### src/verilog/cantpc_pkg.sv
// Package with shared constants and types for the transceiver pin control ends
package cantpc_pkg;
   localparam int unsigned CLK_PERIOD_NS = 8;
   // Active recessive drive ends at most this long after a transmit rising edge
   localparam int unsigned ACTIVE_RECESSIVE_TIME_NS = 530;
   localparam int unsigned ACTIVE_REC_CYCLES_INT = ACTIVE_RECESSIVE_TIME_NS / CLK_PERIOD_NS;
   localparam logic [7:0] ACTIVE_REC_CYCLES = 8'(ACTIVE_REC_CYCLES_INT);
   // Mask filter time, default figure, in ns
   localparam int unsigned MASK_FILTER_TIME_NS = 1000;
   localparam int unsigned MASK_FILTER_CYCLES_INT = (MASK_FILTER_TIME_NS + CLK_PERIOD_NS - 1) / CLK_PERIOD_NS;
   localparam logic [11:0] MASK_FILTER_CYCLES = 12'(MASK_FILTER_CYCLES_INT);
   localparam logic [7:0] ZERO8 = 8'h00;
   localparam logic [11:0] ZERO12 = 12'h000;

   // Mode select codes on {enable, standby_select_n}
   localparam logic [1:0] SEL_SLEEP = 2'h0;
   localparam logic [1:0] SEL_STANDBY = 2'h1;
   localparam logic [1:0] SEL_GOSLEEP = 2'h2;
   localparam logic [1:0] SEL_NORMAL = 2'h3;
   // Silent mode requested over a separate select bit in this model
   typedef enum logic [4:0] {
      CANTPC_NORMAL = 5'h01,
      CANTPC_SILENT = 5'h02,
      CANTPC_STANDBY = 5'h04,
      CANTPC_GOSLEEP = 5'h08,
      CANTPC_SLEEP = 5'h10
   } cantpc_mode_t;

   typedef enum logic [2:0] {
      CANTPC_TX_PASSIVE = 3'h1,
      CANTPC_TX_DOMINANT = 3'h2,
      CANTPC_TX_ACTIVE_REC = 3'h4
   } cantpc_tx_t;
endpackage : cantpc_pkg

### src/verilog/cantpc_if.sv
// Interface joining the transceiver control logic and the protocol controller
`timescale 1ns/100ps
interface cantpc_if;
   logic txd;
   logic txd_oe_n;
   logic rxd;
   logic enable;
   logic standby_select_n;
   logic silent_select;
   logic regulator_control_mask_in;
   logic status_flag_out_n;
   logic status_flag_oe_n;
   modport device (
      input txd, txd_oe_n, enable, standby_select_n, silent_select, regulator_control_mask_in,
      output rxd, status_flag_out_n, status_flag_oe_n
   );
   modport ctrl (
      output txd, txd_oe_n, enable, standby_select_n, silent_select, regulator_control_mask_in,
      input rxd, status_flag_out_n, status_flag_oe_n
   );
endinterface : cantpc_if

### src/verilog/cantpc_device.sv
// Transceiver digital pin control: modes, ringing suppression, mask latch, wake and status flag
// Summary of operation
// - Drive recessive strongly after each transmit rise
// - Active recessive ends within 530 ns
// - Then bus driver goes high impedance
// - Floating transmit input reads as recessive
// - Receive output low on power-on or wake
// - Status flag high impedance in sleep
// - Mode inputs default low when undriven
// - Mask input defaults low, regulator enabled
// - Mask high in silent latches regulator disabled
// - Mask latch survives supplies and mode changes
// - Battery undervoltage clears mask latch
// - Mask low in silent re-enables regulator
// - Accepted mask change drives status flag low
// - Controller checks flag high before mask change
// - Leaving silent releases mask acknowledgment
// - Mask unused when regulator powers controller
// - Regulator control on except sleep with no wake pending, off-float
// - Sleep wake pattern or local wake restarts node
// - Local wake on either input edge
// - Faults ORed onto status flag; receive shows wake
`timescale 1ns/100ps
module cantpc_device (
   // Clock and reset
   input wire logic clk_i,
   input wire logic rst_i,
   // Controller side pins
   cantpc_if.device pins,
   // Supply and bus side
   input wire logic battery_uv_i,
   input wire logic supply_fault_i,
   input wire logic bus_wake_i,
   input wire logic local_wake_i,
   input wire logic bus_rx_i,
   // Bus driver and regulator control
   output logic bus_dominant_o,
   output logic bus_drive_oe_n_o,
   output logic regulator_control_out_o,
   output logic regulator_control_oe_n_o,
   output cantpc_pkg::cantpc_mode_t mode_o
);
   import cantpc_pkg::*;

   cantpc_mode_t mode, next_mode;
   cantpc_tx_t tx_state, next_tx_state;
   logic [7:0] rec_cnt, next_rec_cnt;
   logic [11:0] flt_cnt, next_flt_cnt;
   logic mask_latched, next_mask_latched;
   logic mask_ack, next_mask_ack;
   logic wake_pending, next_wake_pending;
   logic pwr_on, next_pwr_on;
   logic wake_prev, next_wake_prev;
   logic mask_prev, next_mask_prev;
   logic txd_eff, en_eff, stb_eff, mask_eff, silent_eff;
   logic local_wake_edge;
   logic next_bus_dominant, next_bus_oe_n, next_reg_out, next_reg_oe_n;
   logic next_rxd, next_flag_n, next_flag_oe_n;

   always_comb begin
      // Undriven pins take their internal bias
      txd_eff = pins.txd_oe_n ? 1'b1 : pins.txd;
      en_eff = (pins.enable === 1'b1);
      stb_eff = (pins.standby_select_n === 1'b1);
      mask_eff = (pins.regulator_control_mask_in === 1'b1);
      silent_eff = (pins.silent_select === 1'b1);
   end

   assign local_wake_edge = local_wake_i ^ wake_prev;

   // Mode selection and wake handling
   always_comb begin
      next_mode = mode;
      next_wake_pending = wake_pending;
      next_pwr_on = pwr_on;
      next_wake_prev = local_wake_i;
      case (mode)
         CANTPC_SLEEP: begin
            if (bus_wake_i || local_wake_edge) begin
               next_wake_pending = 1'b1;
               next_mode = CANTPC_STANDBY;
            end
         end
         default: begin
            if (silent_eff && en_eff && stb_eff) begin
               next_mode = CANTPC_SILENT;
            end else begin
               case ({en_eff, stb_eff})
                  SEL_NORMAL: next_mode = CANTPC_NORMAL;
                  SEL_STANDBY: next_mode = CANTPC_STANDBY;
                  SEL_GOSLEEP: next_mode = CANTPC_GOSLEEP;
                  default: next_mode = (mode == CANTPC_GOSLEEP) ? CANTPC_SLEEP : CANTPC_STANDBY;
               endcase
            end
            if ((mode != CANTPC_NORMAL) && (bus_wake_i || local_wake_edge)) begin
               next_wake_pending = 1'b1;
            end
         end
      endcase
      if (next_mode == CANTPC_NORMAL) begin
         next_wake_pending = 1'b0;
         next_pwr_on = 1'b0;
      end
   end

   // Ringing suppression on the transmit path
   always_comb begin
      next_tx_state = tx_state;
      next_rec_cnt = rec_cnt;
      if (mode != CANTPC_NORMAL) begin
         next_tx_state = CANTPC_TX_PASSIVE;
         next_rec_cnt = ZERO8;
      end else begin
         case (tx_state)
            CANTPC_TX_PASSIVE: if (!txd_eff) next_tx_state = CANTPC_TX_DOMINANT;
            CANTPC_TX_DOMINANT: begin
               if (txd_eff) begin
                  next_tx_state = CANTPC_TX_ACTIVE_REC;
                  next_rec_cnt = ACTIVE_REC_CYCLES - 8'h02;
               end
            end
            CANTPC_TX_ACTIVE_REC: begin
               if (!txd_eff) next_tx_state = CANTPC_TX_DOMINANT;
               else if (rec_cnt == ZERO8) next_tx_state = CANTPC_TX_PASSIVE;
               else next_rec_cnt = rec_cnt - 8'h01;
            end
            default: next_tx_state = CANTPC_TX_PASSIVE;
         endcase
      end
   end

   // Mask filter, latch and acknowledgment
   always_comb begin
      next_flt_cnt = flt_cnt;
      next_mask_latched = mask_latched;
      next_mask_ack = mask_ack;
      next_mask_prev = mask_eff;
      if (mode != CANTPC_SILENT || mask_eff != mask_prev || mask_eff == mask_latched) begin
         next_flt_cnt = ZERO12;
      end else if (flt_cnt >= MASK_FILTER_CYCLES) begin
         next_mask_latched = mask_eff;
         next_mask_ack = 1'b1;
         next_flt_cnt = ZERO12;
      end else begin
         next_flt_cnt = flt_cnt + 12'h001;
      end
      if (next_mode != CANTPC_SILENT) begin
         next_mask_ack = 1'b0;
      end
      if (battery_uv_i) begin
         next_mask_latched = 1'b0;
      end
   end

   // Pin outputs
   always_comb begin
      next_bus_dominant = (next_tx_state == CANTPC_TX_DOMINANT);
      next_bus_oe_n = (next_tx_state == CANTPC_TX_PASSIVE);
      next_reg_out = !mask_latched || (next_mode == CANTPC_SLEEP && next_wake_pending);
      next_reg_oe_n = (next_mode == CANTPC_SLEEP) && !next_wake_pending;
      if (next_mode == CANTPC_NORMAL) next_rxd = bus_rx_i;
      else next_rxd = !(next_wake_pending || next_pwr_on);
      next_flag_n = !(supply_fault_i || next_mask_ack
         || (next_mode == CANTPC_STANDBY && next_wake_pending)
         || (next_mode == CANTPC_SILENT && next_pwr_on));
      next_flag_oe_n = (next_mode == CANTPC_SLEEP);
   end

   always_ff @(posedge clk_i) begin
      if (rst_i) begin
         mode <= CANTPC_STANDBY;
         tx_state <= CANTPC_TX_PASSIVE;
         rec_cnt <= ZERO8;
         flt_cnt <= ZERO12;
         mask_latched <= 1'b0;
         mask_ack <= 1'b0;
         wake_pending <= 1'b1;
         pwr_on <= 1'b1;
         wake_prev <= 1'b0;
         mask_prev <= 1'b0;
         bus_dominant_o <= 1'b0;
         bus_drive_oe_n_o <= 1'b1;
         regulator_control_out_o <= 1'b1;
         regulator_control_oe_n_o <= 1'b0;
         mode_o <= CANTPC_STANDBY;
         pins.rxd <= 1'b0;
         pins.status_flag_out_n <= 1'b0;
         pins.status_flag_oe_n <= 1'b0;
      end else begin
         mode <= next_mode;
         tx_state <= next_tx_state;
         rec_cnt <= next_rec_cnt;
         flt_cnt <= next_flt_cnt;
         mask_latched <= next_mask_latched;
         mask_ack <= next_mask_ack;
         wake_pending <= next_wake_pending;
         pwr_on <= next_pwr_on;
         wake_prev <= next_wake_prev;
         mask_prev <= next_mask_prev;
         bus_dominant_o <= next_bus_dominant;
         bus_drive_oe_n_o <= next_bus_oe_n;
         regulator_control_out_o <= next_reg_out;
         regulator_control_oe_n_o <= next_reg_oe_n;
         mode_o <= next_mode;
         pins.rxd <= next_rxd;
         pins.status_flag_out_n <= next_flag_n;
         pins.status_flag_oe_n <= next_flag_oe_n;
      end
   end
endmodule : cantpc_device

### src/flat_wrapper.sv
// flat-port wrapper written by rule: the top's interface ports become plain ports
module cantpc_device_flat import cantpc_pkg::*;
  (clk_i, rst_i, battery_uv_i, supply_fault_i, bus_wake_i, local_wake_i, bus_rx_i, bus_dominant_o, bus_drive_oe_n_o, regulator_control_out_o, regulator_control_oe_n_o, mode_o, pins_txd, pins_txd_oe_n, pins_enable, pins_standby_select_n, pins_silent_select, pins_regulator_control_mask_in, pins_rxd, pins_status_flag_out_n, pins_status_flag_oe_n);
  cantpc_if pins_i ();
  input wire logic clk_i;
  input wire logic rst_i;
  input wire logic battery_uv_i;
  input wire logic supply_fault_i;
  input wire logic bus_wake_i;
  input wire logic local_wake_i;
  input wire logic bus_rx_i;
  output logic bus_dominant_o;
  output logic bus_drive_oe_n_o;
  output logic regulator_control_out_o;
  output logic regulator_control_oe_n_o;
  output cantpc_pkg::cantpc_mode_t mode_o;
  input wire logic [$bits(pins_i.txd)-1:0] pins_txd;
  input wire logic [$bits(pins_i.txd_oe_n)-1:0] pins_txd_oe_n;
  input wire logic [$bits(pins_i.enable)-1:0] pins_enable;
  input wire logic [$bits(pins_i.standby_select_n)-1:0] pins_standby_select_n;
  input wire logic [$bits(pins_i.silent_select)-1:0] pins_silent_select;
  input wire logic [$bits(pins_i.regulator_control_mask_in)-1:0] pins_regulator_control_mask_in;
  output wire logic [$bits(pins_i.rxd)-1:0] pins_rxd;
  output wire logic [$bits(pins_i.status_flag_out_n)-1:0] pins_status_flag_out_n;
  output wire logic [$bits(pins_i.status_flag_oe_n)-1:0] pins_status_flag_oe_n;
  assign pins_i.txd = pins_txd;
  assign pins_i.txd_oe_n = pins_txd_oe_n;
  assign pins_i.enable = pins_enable;
  assign pins_i.standby_select_n = pins_standby_select_n;
  assign pins_i.silent_select = pins_silent_select;
  assign pins_i.regulator_control_mask_in = pins_regulator_control_mask_in;
  assign pins_rxd = pins_i.rxd;
  assign pins_status_flag_out_n = pins_i.status_flag_out_n;
  assign pins_status_flag_oe_n = pins_i.status_flag_oe_n;
  cantpc_device u_core (.clk_i(clk_i), .rst_i(rst_i), .pins(pins_i), .battery_uv_i(battery_uv_i), .supply_fault_i(supply_fault_i), .bus_wake_i(bus_wake_i), .local_wake_i(local_wake_i), .bus_rx_i(bus_rx_i), .bus_dominant_o(bus_dominant_o), .bus_drive_oe_n_o(bus_drive_oe_n_o), .regulator_control_out_o(regulator_control_out_o), .regulator_control_oe_n_o(regulator_control_oe_n_o), .mode_o(mode_o));
endmodule
### config.mk
export PLATFORM = sky130hd
export DESIGN_NAME = cantpc_device_flat
export DESIGN_NICKNAME = d
export VERILOG_FILES = /design/src/verilog/cantpc_pkg.sv /design/src/verilog/cantpc_if.sv /design/src/verilog/cantpc_device.sv /design/src/flat_wrapper.sv
export SDC_FILE = /design/constraint.sdc
export NUM_CORES = 1
export LEC_CHECK = 0
export BUFFER_PORTS_ARGS = -buffer_cell sky130_fd_sc_hd__buf_2
export CELL_PAD_IN_SITES_DETAIL_PLACEMENT = 1
export CELL_PAD_IN_SITES_GLOBAL_PLACEMENT = 2
export CORE_MARGIN = 5
export CORE_UTILIZATION = 24
export DETAILED_ROUTE_END_ITERATION = 8
export PLACE_DENSITY_LB_ADDON = 0.1
export SLEW_MARGIN = 20
export SYNTH_ARGS = -nofsm -noshare
export SYNTH_HDL_FRONTEND = slang
export SYNTH_SLANG_ARGS = --single-unit
### constraint.sdc
create_clock -name clk_i -period 2.1 [get_ports clk_i]
set_input_delay 0.105 -clock clk_i [delete_from_list [all_inputs] [get_ports clk_i]]
set_output_delay 0.105 -clock clk_i [all_outputs]
set_load 0.005 [all_outputs]
==> results_dict.tcl <==
set metrics [dict create \
    vias_per_cell 4.45 \
    synth_edf_count 0 \
    syn_area_mm2 0.00172 \
    syn_inst 182 \
    synth_ff_type "dfxtp_1" \
    cp.required_ns 2.33 \
    max-vdd-ir-drop_mv 0.293 \
    die_y_um 94.7 \
    hpwl_mm 3.04 \
    cts_tree "built" \
    maxSlewViolCount 0 \
    synth-async-reset-ratio_pct 0 \
    yosysTopAreaCellShare_pct 47.7 \
    pwr_density_cell_mw_per_mm2 707 \
    pin_count 25 \
    die-area_mm2 0.00897 \
    syn_avg_cell_area_um2 9.46 \
    cts_setup_buffers 0 \
    synth_seq_area_share_pct 47.7 \
    ys_ff_latch 41 \
    drtPass1Iterations 4 \
    overflow 0 \
    setup_slack_ns 0.237 \
    setup_viol 0 \
    place_ws_ns 0.248 \
    die_width_um 94.7 \
    max_freq_mhz 537 \
    cts.clk_slew.worst_paths_ns 0.08 \
    grt_use_total_pct 9.48 \
    worst_r2r_path_depth 7 \
    cts_max_level 2 \
    period_minus_slack_ns 1.86 \
    rsz0062_at_grt "false" \
    p_leak_nw 0.764 \
    hold_depth 2 \
    placed_area_mm2 0.00195 \
    design_area_mm2 0.00207 \
    fin_total_pwr_mw 1.46 \
    globalplace.congestion 0.732 \
    worstHoldStart "pins_txd" \
    critPathCaptureType "flip-flop" \
    status "completed" \
    finalHoldViolCount 0 \
    yosysTopAreaCell "dfxtp_1" \
    min_to "u_core.tx_state[1]" \
    diodes 0 \
    yosys_warnings 0 \
    cts_sinks 41 \
    grt_pass1_wl_mm 6.60 \
    num-nets-final 231 \
    drive_gt1_share_pct 20.1 \
    period_share_pct 88.7 \
    wl_per_cell_um 12.5 \
    antenna_found_initial 0 \
    grt_pass1_vias 1405 \
    totalWireLength_mm 3.88 \
    area_delta_synth_final_pct 20.1 \
    hold_path_class "input port to flip-flop" \
    fp-row-count 30 \
    port_buffers 24 \
    start_kind "flip-flop" \
    post-route-drc-count 0 \
    drtAntennaViolNets 0 \
    vias 1380 \
    drv_cap 0 \
    synth_area_leaders "dfxtp_1, nor2_1, xnor2_1" \
    numCtsBuffers 5 \
    crit_fanout 6 \
    worstSetupPathType "flip-flop to flip-flop" \
    cp.arrival_ns 2.09 \
    rr_endpoint "u_core.rec_cnt[0]" \
    cts-root-buf "clkbuf_8" \
    grt_max_degree 18 \
    initial_core_util_pct 25.1 \
    dr.first_iter.drc_count 17 \
    clk_latency_ns 0.29 \
    tns_ns 0 \
    regToRegStartpoint "u_core.rec_cnt[0]" \
    r2r_slack_ns 0.24 \
    clock_skew_ns 0.00726 \
    coreArea_mm2 0.00687 \
    clk_path_buf_depth 2 \
    yosysUniqueCellTypes 50 \
]
[logic make-up after synthesis]
family,Yosys count,share of synthesized area [%]
flip-flops,41,47.7
multiplexers,2,1.16
buffers and inverters,8,2.25
XOR/XNOR,13,6.61
adder cells (fa/ha/maj),4,2.91
AND/OR/NAND/NOR,92,29.7
AO/OA/AOI/OAI,21,9.52
other,1,0.218
[metal layers]
metal  wire (um)  GRT usage [%]  up-vias  share of wire [%]
met4          45           3.61        0                1.2
met1        1820           11.6      666                 47
met3         135           3.03        4                3.5
met5           0              0        -                  0
met2        1880           15.4       17                 48
li1            -              -      693                  -
[synth_stat cells, drive strengths merged, types with 2 or more instances]
master and instances:
dfxtp 41, nor2 29, nand2 11, nor3 11
nor4 7, xnor2 7, xor2 6, inv 5
nand3 5, ha 4, o21ai 4, or2 4
a31oi 3, nand3b 3, nor2b 3, nor3b 3
or3 3, or3b 3, a211oi 2, a21o 2
a21oi 2, buf 2, mux2i 2, nand2b 2
[cell type report]
cell class              count  area, um^2
clock buffers               5        68.8
multi-input cells         136         873
well taps                  96         120
inverters                   5        18.8
clock inverters             2        35.0
flip-flops and latches     41         821
repair buffers             25         130
fillers                   797        4800
[power breakdown]
group | internal, mW | switching, mW | leakage [nW] | total [mW]
combinational | 0.0269 | 0.0340 | 0.377 | 0.0608
clock | 0.346 | 0.260 | 0.0540 | 0.606
sequential | 0.789 | 0.00692 | 0.333 | 0.796
[worst max-delay path by stage]
stage                     cells after the start                             to              start  slack, ns
after floorplan                               5  u_core.pins.status_flag_out_n   u_core.mode_o[2]       0.43
after global placement                        7              u_core.rec_cnt[2]  u_core.rec_cnt[0]       0.32
after detailed placement                      7              u_core.rec_cnt[0]  u_core.rec_cnt[0]       0.25
after CTS                                     7              u_core.rec_cnt[0]  u_core.rec_cnt[0]       0.22
after global routing                          7              u_core.rec_cnt[1]  u_core.rec_cnt[0]       0.16
final                                         7              u_core.rec_cnt[0]  u_core.rec_cnt[0]       0.24
[repair_timing]
action	CTS	global route
hold buffers	1	0
hold endpoints to repair	1	0
resized for setup	0	0
[per-stage QoR]
stage | instances | hold slack (ns) | util [%]
finish | 310 | 0.0209 | 30.1
detailed placement | 302 | 0.280 | 28.4
global route | 310 | 0.0116 | 30.1
CTS | 310 | 0.0101 | 30.1
floorplan | 185 | 0.175 | -
global placement | 302 | 0.277 | 28.4
[registers in the layout, indices dropped and copies added (netlist names)]
name / cells
u_core.bus_dominant_o: 1
u_core.bus_drive_oe_n_o: 1
u_core.flt_cnt: 12
u_core.mask_ack: 1
u_core.mask_latched: 1
u_core.mask_prev: 1
u_core.mode_o: 5
u_core.pins.rxd: 1
u_core.pins.status_flag_oe_n: 1
u_core.pins.status_flag_out_n: 1
u_core.pwr_on: 1
u_core.rec_cnt: 8
u_core.regulator_control_oe_n_o: 1
u_core.regulator_control_out_o: 1
u_core.tx_state: 3
u_core.wake_pending: 1
u_core.wake_prev: 1
[critical path, stage by stage (launching register included)]
cell and delay, ns:
dfxtp_1 0.34, inv_1 0.06, ha_1 0.16, or3b_1 0.44
nor4_4 0.41, or2_1 0.22, a21oi_1 0.09, nor2_1 0.09
[placed cells by master (no fill, tap or decap), types with 4 or more instances in the layout]
cell,count
nand2_1,11
nor4_1,6
clkbuf_8,5
inv_1,5
xnor2_1,7
nor2_1,28
buf_2,24
nor3_1,10
ha_1,4
o21ai_0,4
dfxtp_1,41
conb_1,4
nand3_1,5
xor2_1,6
No activity file was read; power rests on OpenSTA's default activity.
